$ cat config.mk
export PLATFORM = sky130hd
export DESIGN_NAME = rct_trim_regs
export DESIGN_NICKNAME = d
export VERILOG_FILES = /design/src/rct_pkg.sv /design/src/rct_tc_decode.sv /design/src/rct_trim_regs.sv
export VERILOG_INCLUDE_DIRS = /design/src /design/src/src
export SDC_FILE = /design/constraint.sdc
export NUM_CORES = 1
export LEC_CHECK = 0
export BUFFER_PORTS_ARGS = -buffer_cell sky130_fd_sc_hd__buf_2
export CORE_MARGIN = 2
export CORE_UTILIZATION = 25
export CTS_CLUSTER_SIZE = 20
export DETAILED_ROUTE_END_ITERATION = 6
export HOLD_SLACK_MARGIN = 0.03
export PLACE_DENSITY_LB_ADDON = 0.12
export SKIP_CTS_REPAIR_TIMING = 1
export SLEW_MARGIN = 20
export SYNTH_ARGS = -nofsm -noshare
export SYNTH_HDL_FRONTEND = slang
export SYNTH_SLANG_ARGS = --single-unit
$ cat constraint.sdc
create_clock -name core_clk -period 4 [get_ports core_clk]
set_input_delay 0.8 -clock core_clk [delete_from_list [all_inputs] [get_ports core_clk]]
set_output_delay 0.8 -clock core_clk [all_outputs]
set_load 0.03 [all_outputs]
$ cat src/rct_defs.svh
// Offsets, field positions and reset values for the RC trim register block
`ifndef RCT_DEFS_SVH
`define RCT_DEFS_SVH
`define RCT_IDX_TRIM_HIGH 12'h2F8
`define RCT_IDX_TRIM_LOW 12'h2F9
`define RCT_ADDR_TRIM_HIGH 14'h0BE0
`define RCT_ADDR_TRIM_LOW 14'h0BE4
`define RCT_ADDR_CTRL 14'h0BE8
`define RCT_ADDR_STATUS 14'h0BEC
`define RCT_TC_MSB 15
`define RCT_TC_LSB 12
`define RCT_FREQ_MSB 9
`define RCT_FREQ_LSB 0
`define RCT_COARSE_LSB 6
`define RCT_HIGH_WMASK 8'hF3
`define RCT_TRIM_RESET 16'h0000
`define RCT_TC_OFF_A 4'h0
`define RCT_TC_OFF_B 4'h8
`define RCT_RESP_OKAY 2'h0
`define RCT_RESP_SLVERR 2'h2
`endif

$ cat src/rct_pkg.sv
// Types for the RC trim register block
package rct_pkg;
  typedef struct packed {
    logic [13:0] awaddr;
    logic awvalid;
    logic [31:0] wdata;
    logic [3:0] wstrb;
    logic wvalid;
    logic bready;
    logic [13:0] araddr;
    logic arvalid;
    logic rready;
  } rct_axi_req_t;
  typedef struct packed {
    logic awready;
    logic wready;
    logic bvalid;
    logic [1:0] bresp;
    logic arready;
    logic rvalid;
    logic [31:0] rdata;
    logic [1:0] rresp;
  } rct_axi_rsp_t;
  typedef struct packed {
    logic enable;
    logic negative;
    logic [2:0] step;
  } rct_tc_ctrl_t;
  typedef enum logic [1:0] {
    LOAD_IDLE,
    LOAD_WAIT,
    LOAD_RUN
  } rct_load_t;
endpackage

$ cat src/rct_tc_decode.sv
// Decode of the temperature-coefficient trim code
`timescale 1ns/1ps
`include "rct_defs.svh"
module rct_tc_decode (
  input wire logic [3:0] tcCode, // Trim code
  output rct_pkg::rct_tc_ctrl_t tcCtrl // Compensation control
);
  import rct_pkg::*;
  always_comb begin
    // Both codes switch compensation off
    tcCtrl.enable = (tcCode != `RCT_TC_OFF_A) && (tcCode != `RCT_TC_OFF_B);
    tcCtrl.negative = ~tcCode[3];
    tcCtrl.step = tcCode[2:0];
  end
endmodule

$ cat src/rct_trim_regs.sv
// RC oscillator trim register pair with AXI4-Lite slave
//
// Register access over AXI4-Lite is this design's own decision.
`timescale 1ns/1ps
`include "rct_defs.svh"
// Contract
// - Load factory trim from flash after reset
// - Writes ignored while protection is set
// - Write with PLL selected clears flags
// - Tempco trim in bits 15 to 12
// - Codes 0000 and 1000 disable compensation
// - Low codes negative, high codes positive
// - Bits 9..6 coarse frequency trim
// - Bits 5..0 fine frequency trim
module rct_trim_regs (
  input wire logic core_clk, // Bus clock
  input wire logic rst, // Synchronous reset, active high
  input rct_pkg::rct_axi_req_t axiReq, // AXI4-Lite requests
  output rct_pkg::rct_axi_rsp_t axiRsp, // AXI4-Lite responses
  input wire logic clockConfigProtect, // Protection bit, same clock
  input wire logic pllClockSelect, // PLL is system clock, same clock
  output logic flagClear, // Pulse clearing lock and osc qualified flags
  output logic flashLoadReq, // Request for factory trim fetch
  input wire logic flashLoadValid, // Factory trim word is valid
  input wire logic [15:0] flashLoadData, // Factory trim word
  output logic [3:0] tempcoTrim, // Tempco trim field
  output rct_pkg::rct_tc_ctrl_t tcCtrl, // Decoded compensation control
  output logic [3:0] coarseTrim, // Coarse frequency trim
  output logic [5:0] fineTrim, // Fine frequency trim
  output logic trimReady // Factory trim is in place
);
  import rct_pkg::*;

  typedef struct packed {
    logic [15:0] trim;
    rct_load_t load;
    logic awHeld;
    logic [13:0] awAddr;
    logic wHeld;
    logic [31:0] wData;
    logic [3:0] wStrb;
    logic bValid;
    logic [1:0] bResp;
    logic rValid;
    logic [31:0] rData;
    logic [1:0] rResp;
    logic flagClr;
  } rct_state_t;

  rct_state_t state_ff;
  rct_state_t nxt_state;
  logic [13:0] wAddr;
  logic doWrite;
  logic hiHit;
  logic loHit;
  logic [31:0] wd;
  logic [3:0] ws;

  // ==========================================================
  // Next state
  always_comb begin
    nxt_state = state_ff;
    nxt_state.flagClr = 1'b0;
    wAddr = state_ff.awHeld ? state_ff.awAddr : axiReq.awaddr;
    // Data may arrive before, together with or after the address
    wd = state_ff.wHeld ? state_ff.wData : axiReq.wdata;
    ws = state_ff.wHeld ? state_ff.wStrb : axiReq.wstrb;
    // Factory load runs once after reset release
    case (state_ff.load)
      LOAD_IDLE: begin
        nxt_state.load = LOAD_WAIT;
      end
      LOAD_WAIT: begin
        if (flashLoadValid) begin
          nxt_state.trim = flashLoadData & 16'hF3FF;
          nxt_state.load = LOAD_RUN;
        end
      end
      LOAD_RUN: begin
        nxt_state.load = LOAD_RUN;
      end
      default: begin
        nxt_state.load = LOAD_IDLE;
      end
    endcase
    if (axiReq.awvalid && !state_ff.awHeld && !state_ff.bValid) begin
      nxt_state.awHeld = 1'b1;
      nxt_state.awAddr = axiReq.awaddr;
    end
    if (axiReq.wvalid && !state_ff.wHeld && !state_ff.bValid) begin
      nxt_state.wHeld = 1'b1;
      nxt_state.wData = axiReq.wdata;
      nxt_state.wStrb = axiReq.wstrb;
    end
    doWrite = (state_ff.awHeld || axiReq.awvalid) && (state_ff.wHeld || axiReq.wvalid)
      && !state_ff.bValid;
    hiHit = wAddr[13:2] == `RCT_ADDR_TRIM_HIGH >> 2;
    loHit = wAddr[13:2] == `RCT_ADDR_TRIM_LOW >> 2;
    if (doWrite) begin
      nxt_state.awHeld = 1'b0;
      nxt_state.wHeld = 1'b0;
      nxt_state.bValid = 1'b1;
      nxt_state.bResp = (hiHit || loHit) ? `RCT_RESP_OKAY : `RCT_RESP_SLVERR;
      if ((hiHit || loHit) && ws[0] && !clockConfigProtect && state_ff.load == LOAD_RUN) begin
        if (hiHit) begin
          nxt_state.trim[15:8] = wd[7:0] & `RCT_HIGH_WMASK;
        end else begin
          nxt_state.trim[7:0] = wd[7:0];
        end
        nxt_state.flagClr = pllClockSelect;
      end
    end
    if (state_ff.bValid && axiReq.bready) begin
      nxt_state.bValid = 1'b0;
    end
    if (axiReq.arvalid && !state_ff.rValid) begin
      nxt_state.rValid = 1'b1;
      nxt_state.rResp = `RCT_RESP_OKAY;
      case (axiReq.araddr[13:2])
        `RCT_ADDR_TRIM_HIGH >> 2: nxt_state.rData = {24'h000000, state_ff.trim[15:8]};
        `RCT_ADDR_TRIM_LOW >> 2: nxt_state.rData = {24'h000000, state_ff.trim[7:0]};
        default: begin
          nxt_state.rData = 32'h00000000;
          nxt_state.rResp = `RCT_RESP_SLVERR;
        end
      endcase
    end else if (state_ff.rValid && axiReq.rready) begin
      nxt_state.rValid = 1'b0;
    end
  end

  // ==========================================================
  // State register
  always_ff @(posedge core_clk) begin
    if (rst) begin
      state_ff <= '0;
    end else begin
      state_ff <= nxt_state;
    end
  end

  // ==========================================================
  // Outputs
  rct_tc_decode uDecode (
    .tcCode(state_ff.trim[`RCT_TC_MSB:`RCT_TC_LSB]),
    .tcCtrl(tcCtrl)
  );

  always_comb begin
    axiRsp.awready = !state_ff.awHeld && !state_ff.bValid;
    axiRsp.wready = !state_ff.wHeld && !state_ff.bValid;
    axiRsp.bvalid = state_ff.bValid;
    axiRsp.bresp = state_ff.bResp;
    axiRsp.arready = !state_ff.rValid;
    axiRsp.rvalid = state_ff.rValid;
    axiRsp.rdata = state_ff.rData;
    axiRsp.rresp = state_ff.rResp;
  end

  assign flagClear = state_ff.flagClr;
  assign flashLoadReq = state_ff.load == LOAD_WAIT;
  assign trimReady = state_ff.load == LOAD_RUN;
  assign tempcoTrim = state_ff.trim[`RCT_TC_MSB:`RCT_TC_LSB];
  assign coarseTrim = state_ff.trim[`RCT_FREQ_MSB:`RCT_COARSE_LSB];
  assign fineTrim = state_ff.trim[`RCT_COARSE_LSB-1:`RCT_FREQ_LSB];
endmodule

# After elaboration in Yosys (flattened, before gate mapping)
# Index checks and enable logic that the tools add are counted.
[word_totals] elab_cells=69 output_inout_bits=63 reg_bits=82
[op_classes] eq_ne=8 n_mux=15 reduce_logical=30 n_bitwise=3
[ops] operator="equality test 12 x 10 -> 1 bit (second input constant)" count=4
[ops] operator="2-to-1 mux 16 bit" count=3
[ops] operator="2-to-1 mux 8 bit" count=3
[ops] operator="2-to-1 mux 18 bit" count=1
[ops] operator="one-hot mux 8 bit (2 select lines)" count=1
[ops] operator="logical AND 1 bit" count=15
[ops] operator="2-to-1 mux 14 bit" count=1
[ops] operator="one-hot mux 2 bit (3 select lines)" count=1
[ops] operator="OR reduction 2 bit" count=3
[ops] operator="zero test 1 bit" count=5
[ops] operator="2-to-1 mux 2 bit" count=2
[ops] operator="inequality test 4 bit (second input constant)" count=1
[ops] operator="nonzero test 4 bit" count=1
[ops] operator="logical OR 1 bit" count=3
[ops] operator="2-to-1 mux 1 bit" count=3
[ops] operator="NOT 1 bit" count=3
[ops] operator="OR reduction 3 bit" count=1
[ops] operator="equality test 2 x 1 -> 1 bit (second input constant)" count=1
[ops] operator="equality test 2 bit (second input constant)" count=1
[ops] operator="zero test 2 bit" count=1
[ops] operator="inequality test 2 x 1 -> 1 bit (second input constant)" count=1
[ops] operator="nonzero test 2 bit" count=1

# Logic depth before layout (Yosys ltp)
[depth] depth_word=8 ltp_mapped=6 depth_no_buf=4

# Modules after synthesis
# From an unflattened synthesis, not the netlist that was laid out.
[hier_totals] hier_cells=344 hier_area_um2=2912.8
[by_module_without_submodules] module="rct_trim_regs" cells_per_inst=339 n_inst=1 area_each_um2=2880.3
[by_module_without_submodules] module="rct_tc_decode" cells_per_inst=5 n_inst=1 area_each_um2=32.5

# Worst setup path after synthesis
# OpenSTA, ideal clock, no wires.
[synth_path] path_type="input -> register" from="input port axiReq[65] (netlist bit)" to="register state_ff, in the netlist coarseTrim[2]" setup_ns=0.121 setup_slack_ns=1.749 stages=5 arrival_ns=2.129 cell_sequence="or4b_4 > o22ai_4 > and4_1 > buf_6 > mux2_4"
[synth_between] elab_chain_cells=8 elab_cells_between_ends=10 cone_classes="eq/ne (2); mux (4); reduce/logical (4)"
[synth_rtl] element="from (decl)" line_no="rct_trim_regs.sv:18" source="input rct_pkg::rct_axi_req_t axiReq,"
[synth_rtl] element="2-to-1 mux 14 bit *" line_no="rct_trim_regs.sv:64" source="wAddr = state_ff.awHeld ? state_ff.awAddr : axiReq.awaddr;"
[synth_rtl] element="equality test 12 x 10 -> 1 bit (on tied branches)" line_no="rct_trim_regs.sv:97, rct_trim_regs.sv:98"
[synth_rtl] element="logical OR 1 bit" line_no="rct_trim_regs.sv:104" source="if ((hiHit || loHit) && ws[0] && !clockConfigProtect && state_ff.load == LOAD_RUN) begin"
[synth_rtl] element="logical AND 1 bit (3 in series)" line_no="rct_trim_regs.sv:104"
[synth_rtl] element="2-to-1 mux 16 bit *" line_no="rct_trim_regs.sv:104"
[synth_rtl] element="2-to-1 mux 16 bit *" line_no="rct_trim_regs.sv:99" source="if (doWrite) begin"
[synth_rtl] element="to (signal assigned)" line_no="rct_trim_regs.sv:138" source="state_ff <= nxt_state;"
[synth_rtl] element="to (decl)" line_no="rct_trim_regs.sv:50" source="rct_state_t state_ff;"
# Mark *: on every way between the ends. The rest lies on a longest branch, timed or not.
# A chain may end at the register's enable or synchronous reset.

# Worst setup path after layout
[layout_path] from="register state_ff[75] (netlist bit)" to="register state_ff, in the netlist coarseTrim[2]"
[layout_between] elab_chain_cells=6 elab_cells_between_ends=11 cone_classes="mux (5); reduce/logical (6)"
[layout_rtl] element="2-to-1 mux 1 bit" line_no="rct_trim_regs.sv:67" source="ws = state_ff.wHeld ? state_ff.wStrb : axiReq.wstrb;"
[layout_rtl] element="logical AND 1 bit (3 in series)" line_no="rct_trim_regs.sv:104"
[layout_rtl] element="2-to-1 mux 16 bit" line_no="rct_trim_regs.sv:104"
[layout_rtl] element="2-to-1 mux 16 bit *" line_no="rct_trim_regs.sv:99"
# Marked as above.

==> summary.txt <==
CTS
  • CTS sink cnt: 54
  • Reg clk slew, reported paths: 0.07 ns
  • CTS buffer count: 5
  • H-tree levels: 2
  • Clk root buf: clkbuf_16
  • Max Root-Sink Buffers: 2
  • Clock latency on the worst-skew pair: roughly 0.29 ns
  • CTS tree: yes

Critical path
  • Critical Path Sink Type: register
  • Setup slack, reg-to-reg: around 1.5 ns
  • R2r startpoint: state_ff[75]
  • Setup CP Type: reg2reg
  • CP Launch Type: register
  • CP required: 4.18 ns
  • CP Max Fanout: 12
  • Worst EP arrival: approximately 2.7 ns
  • Reg2reg end: coarseTrim[2]
  • FF-to-FF path depth: 4

Detailed routing
  • Vias: between 2000 and 2500
  • Routed len/inst: between 10 and 15 microns
  • Post-Route WL: about 7000 microns
  • 1st-iter DRT viols: 83
  • DRC Markers: 0
  • Vias per cell: around 4.2
  • Detailed Routing Iterations Pass 1: 4
  • Final ANT Viol Nets: 0

Synthesis
  • Main combinational cell family by area after synthesis: simple AND/OR/NAND/NOR gates
  • Seq/Total Area, Yosys: between 30 and 40%
  • Multiplexer area fraction after synthesis: approximately an eighth
  • Distinct cells, synth: slightly above 40
  • Post-synthesis simple-gate area fraction: between 20% and 30%
  • Ys Warns: 0
  • Mapped cell area: just under 3000 sq um
  • Most used DFF post-synth: dfxtp_1
  • Cells after Synth: 345
  • Number of enable flip-flop cells after synthesis: 0
  • Compound-cell area share of the yosys netlist: around 11%
  • Xor/xnor cell area share of the yosys netlist: 0%
  • Post-synthesis register bit count: between 50 and 60
  • Post-Synth Adder-Cell Area: 0%
  • Synth async-reset ratio: 0%
  • Synth Area per Inst: approximately 8.4 sq um

Die
  • FP Rows: 39
  • Core outline area: between 10000 and 15000 sq um
  • Full die area: between 10000 and 15000 sq um
  • Horiz. Die Dim: between 100 and 150 microns
  • Initial core utilization: 25.60%
  • Die Ht: between 100 and 150 microns
  • IO Pins: between 150 and 200

Layout
  • Multi-input logic area: 1416 sq um
  • # diodes: 0
  • Synthesis-to-finish area growth: 13.76%
  • Fin area: 3311 sq um
  • Layout cells sized above 1: 33.08%
  • Register area: around 1100 sq um
  • Layout Nets: approximately 490
  • Fin util: slightly below 30%
  • Filler Cell Count: around 1300

Pwr
  • Leakage: ~1.5 nW
  • Sequential Power Share: between 40% and 50%
  • Net Sw Power: around 0.0004 W
  • Sw Ratio: 31.10%
  • PD cells: 388.5 nW/um^2
  • Comb pwr share: 19.2%
  • Pint: 0.0008861 W
  • Clock Power Share: around a third
  • Worst VDD drop: ~0.19 mV

Place
  • # port buffers: 93
  • Pre-CTS setup slack: between 1 and 1.5 ns
  • Cell Area, Placed: around 3200 sq um
  • Global placement routability congestion: 0.6907
  • Post-DP HPWL: ~5300 microns

Timing
  • FMAX: between 300 and 400 MHz
  • Layout Skew: slightly below 0.006 ns
  • RSZ-0062 raised after global routing: no
  • Fin Hold WS: between 0.4 and 0.5 ns
  • Worst Tran Pin Value: between 0.9 and 1 ns
  • Fin. max-slew vios: 0
  • Tcrit/Tclk final: about 63%
  • Minimum clock period: 2.511 ns
  • Worst setup margin: 1.489 ns
  • Endpoints failing hold: 0
  • Final setup TNS: 0 ns
  • Worst rel slew slack: between 30% and 40%
  • Final setup viols: 0

Worst hold path
  • Hold path endpoint: state_ff[79]
  • Worst Hold Class: reg2reg
  • Hold Crit Start: state_ff[79]
  • Hold Path Cell Cnt: 2

Global route
  • Initial antenna violation count: 0
  • Largest net degree at the start of global routing: 46
  • Number of global-route vias before repair: approximately 2100
  • Remaining Overflow, GRT: 0
  • Global-route wire length before repair: roughly 11000 microns
  • Total Routing Usage GR: 11.05%

Flow run
  • Max Cap Viol: 0

Outcome
  • Status: finished clean
==> synthesized netlist by cell type (2+ instances only) <==
library cell,n,area (sq um)
nand2_1,75,281.5
buf_4,55,412.9
dfxtp_1,54,1081
a21oi_1,38,190.2
nor2_1,23,86.33
mux2_2,15,168.9
clkbuf_1,14,52.55
mux2i_1,10,100.1
a22oi_1,8,60.06
mux2_4,6,90.09
inv_1,3,11.26
nand4bb_1,3,33.78
nor3_1,3,15.01
a211oi_1,2,15.01
and2_1,2,12.51
buf_1,2,7.510
buf_6,2,22.52
nand2b_1,2,12.51
nor2b_1,2,12.51
nor4_2,2,25.02
nor4b_1,2,17.52
o22ai_1,2,12.51
or4b_4,2,27.53
==> kinds of logic after synthesis <==
family	count (synthesis)
buf+inv	76
flops	54
simple gates	128
mux	31
compound gates	55
other cells	1
==> worst max path at each step <==
stage                       startpoint             to  slack [ns]  cells after the start
floorplan                   axiReq[65]  coarseTrim[2]        1.75                      5
finish                    state_ff[75]  coarseTrim[2]        1.49                      4
global placement    clockConfigProtect  tempcoTrim[1]        1.22                      5
global route              state_ff[75]  coarseTrim[2]        1.30                      4
CTS                       state_ff[75]  coarseTrim[2]        1.43                      4
detailed placement  clockConfigProtect  tempcoTrim[2]        1.23                      5
==> layout make-up <==
type	instances	share of cell area (%)
Sequential cell	54	32.65
Tap cell	143	5.404
Multi-Input combinational cell	240	42.78
Timing Repair Buffer	94	14.29
Clock buffer	5	3.779
Inverter	3	0.3401
Clock inverter	3	0.7559
==> flip-flops by register name, indices dropped and copies added, names as in the netlist <==
name / count
axiRsp: 12
state_ff: 27
tempcoTrim: 4
flagClear: 1
fineTrim: 6
coarseTrim: 4
==> layer usage <==
metal | vias up | share of wire (%) | track usage [%]
met5 | - | 0 | 0
met4 | 0 | 0.43 | 2.716
met3 | 2 | 6.2 | 2.504
met2 | 77 | 45 | 17.66
met1 | 1037 | 48 | 15.15
li1 | 1185 | - | -
==> power groups by stage <==
stage / combinational, W / clock [W] / sequential [W]
6_report: 0.000246 / 0.000444 / 0.000596
5_1_grt: 0.000271 / 0.000485 / 0.000602
4_1_cts: 0.000250 / 0.000468 / 0.000597
3_5_place_dp: 0.000250 / 0 / 0.000610
3_3_place_gp: 0.000249 / 0 / 0.000608
2_1_floorplan: 0.000222 / 0 / 0.000595
==> placed cells by master (no fill, tap or decap), types with 2 or more instances in the layout <==
cell type / netlist / layout
nor2b_1: 2 / 2
clkbuf_16: 0 / 5
buf_2: 0 / 93
nor3_1: 3 / 3
mux2_2: 15 / 15
a211oi_1: 2 / 2
mux2i_1: 10 / 10
nor4_2: 2 / 2
nand2b_1: 2 / 2
a22oi_1: 8 / 8
nand2_1: 75 / 75
and2_1: 2 / 2
nor4b_1: 2 / 2
a21oi_1: 38 / 38
dfxtp_1: 54 / 54
or4b_4: 2 / 2
nand4bb_1: 3 / 3
nor2_1: 23 / 23
mux2_4: 6 / 6
o22ai_1: 2 / 2
conb_1: 1 / 26
inv_1: 3 / 3
==> per-stage QoR <==
stage,cells,power [W]
2_1_floorplan,370,0.0008171
3_3_place_gp,534,0.0008574
6_report,542,0.001286
3_5_place_dp,534,0.0008596
5_1_grt,542,0.001358
4_1_cts,542,0.001316
==> critical path: stages (launching register included) <==
cell	delay (ns)
dfxtp_1	0.76
o22ai_1	0.25
nor4_2	0.45
and4_1	0.60
mux2_4	0.34
No activity file was read; power rests on OpenSTA's default activity.
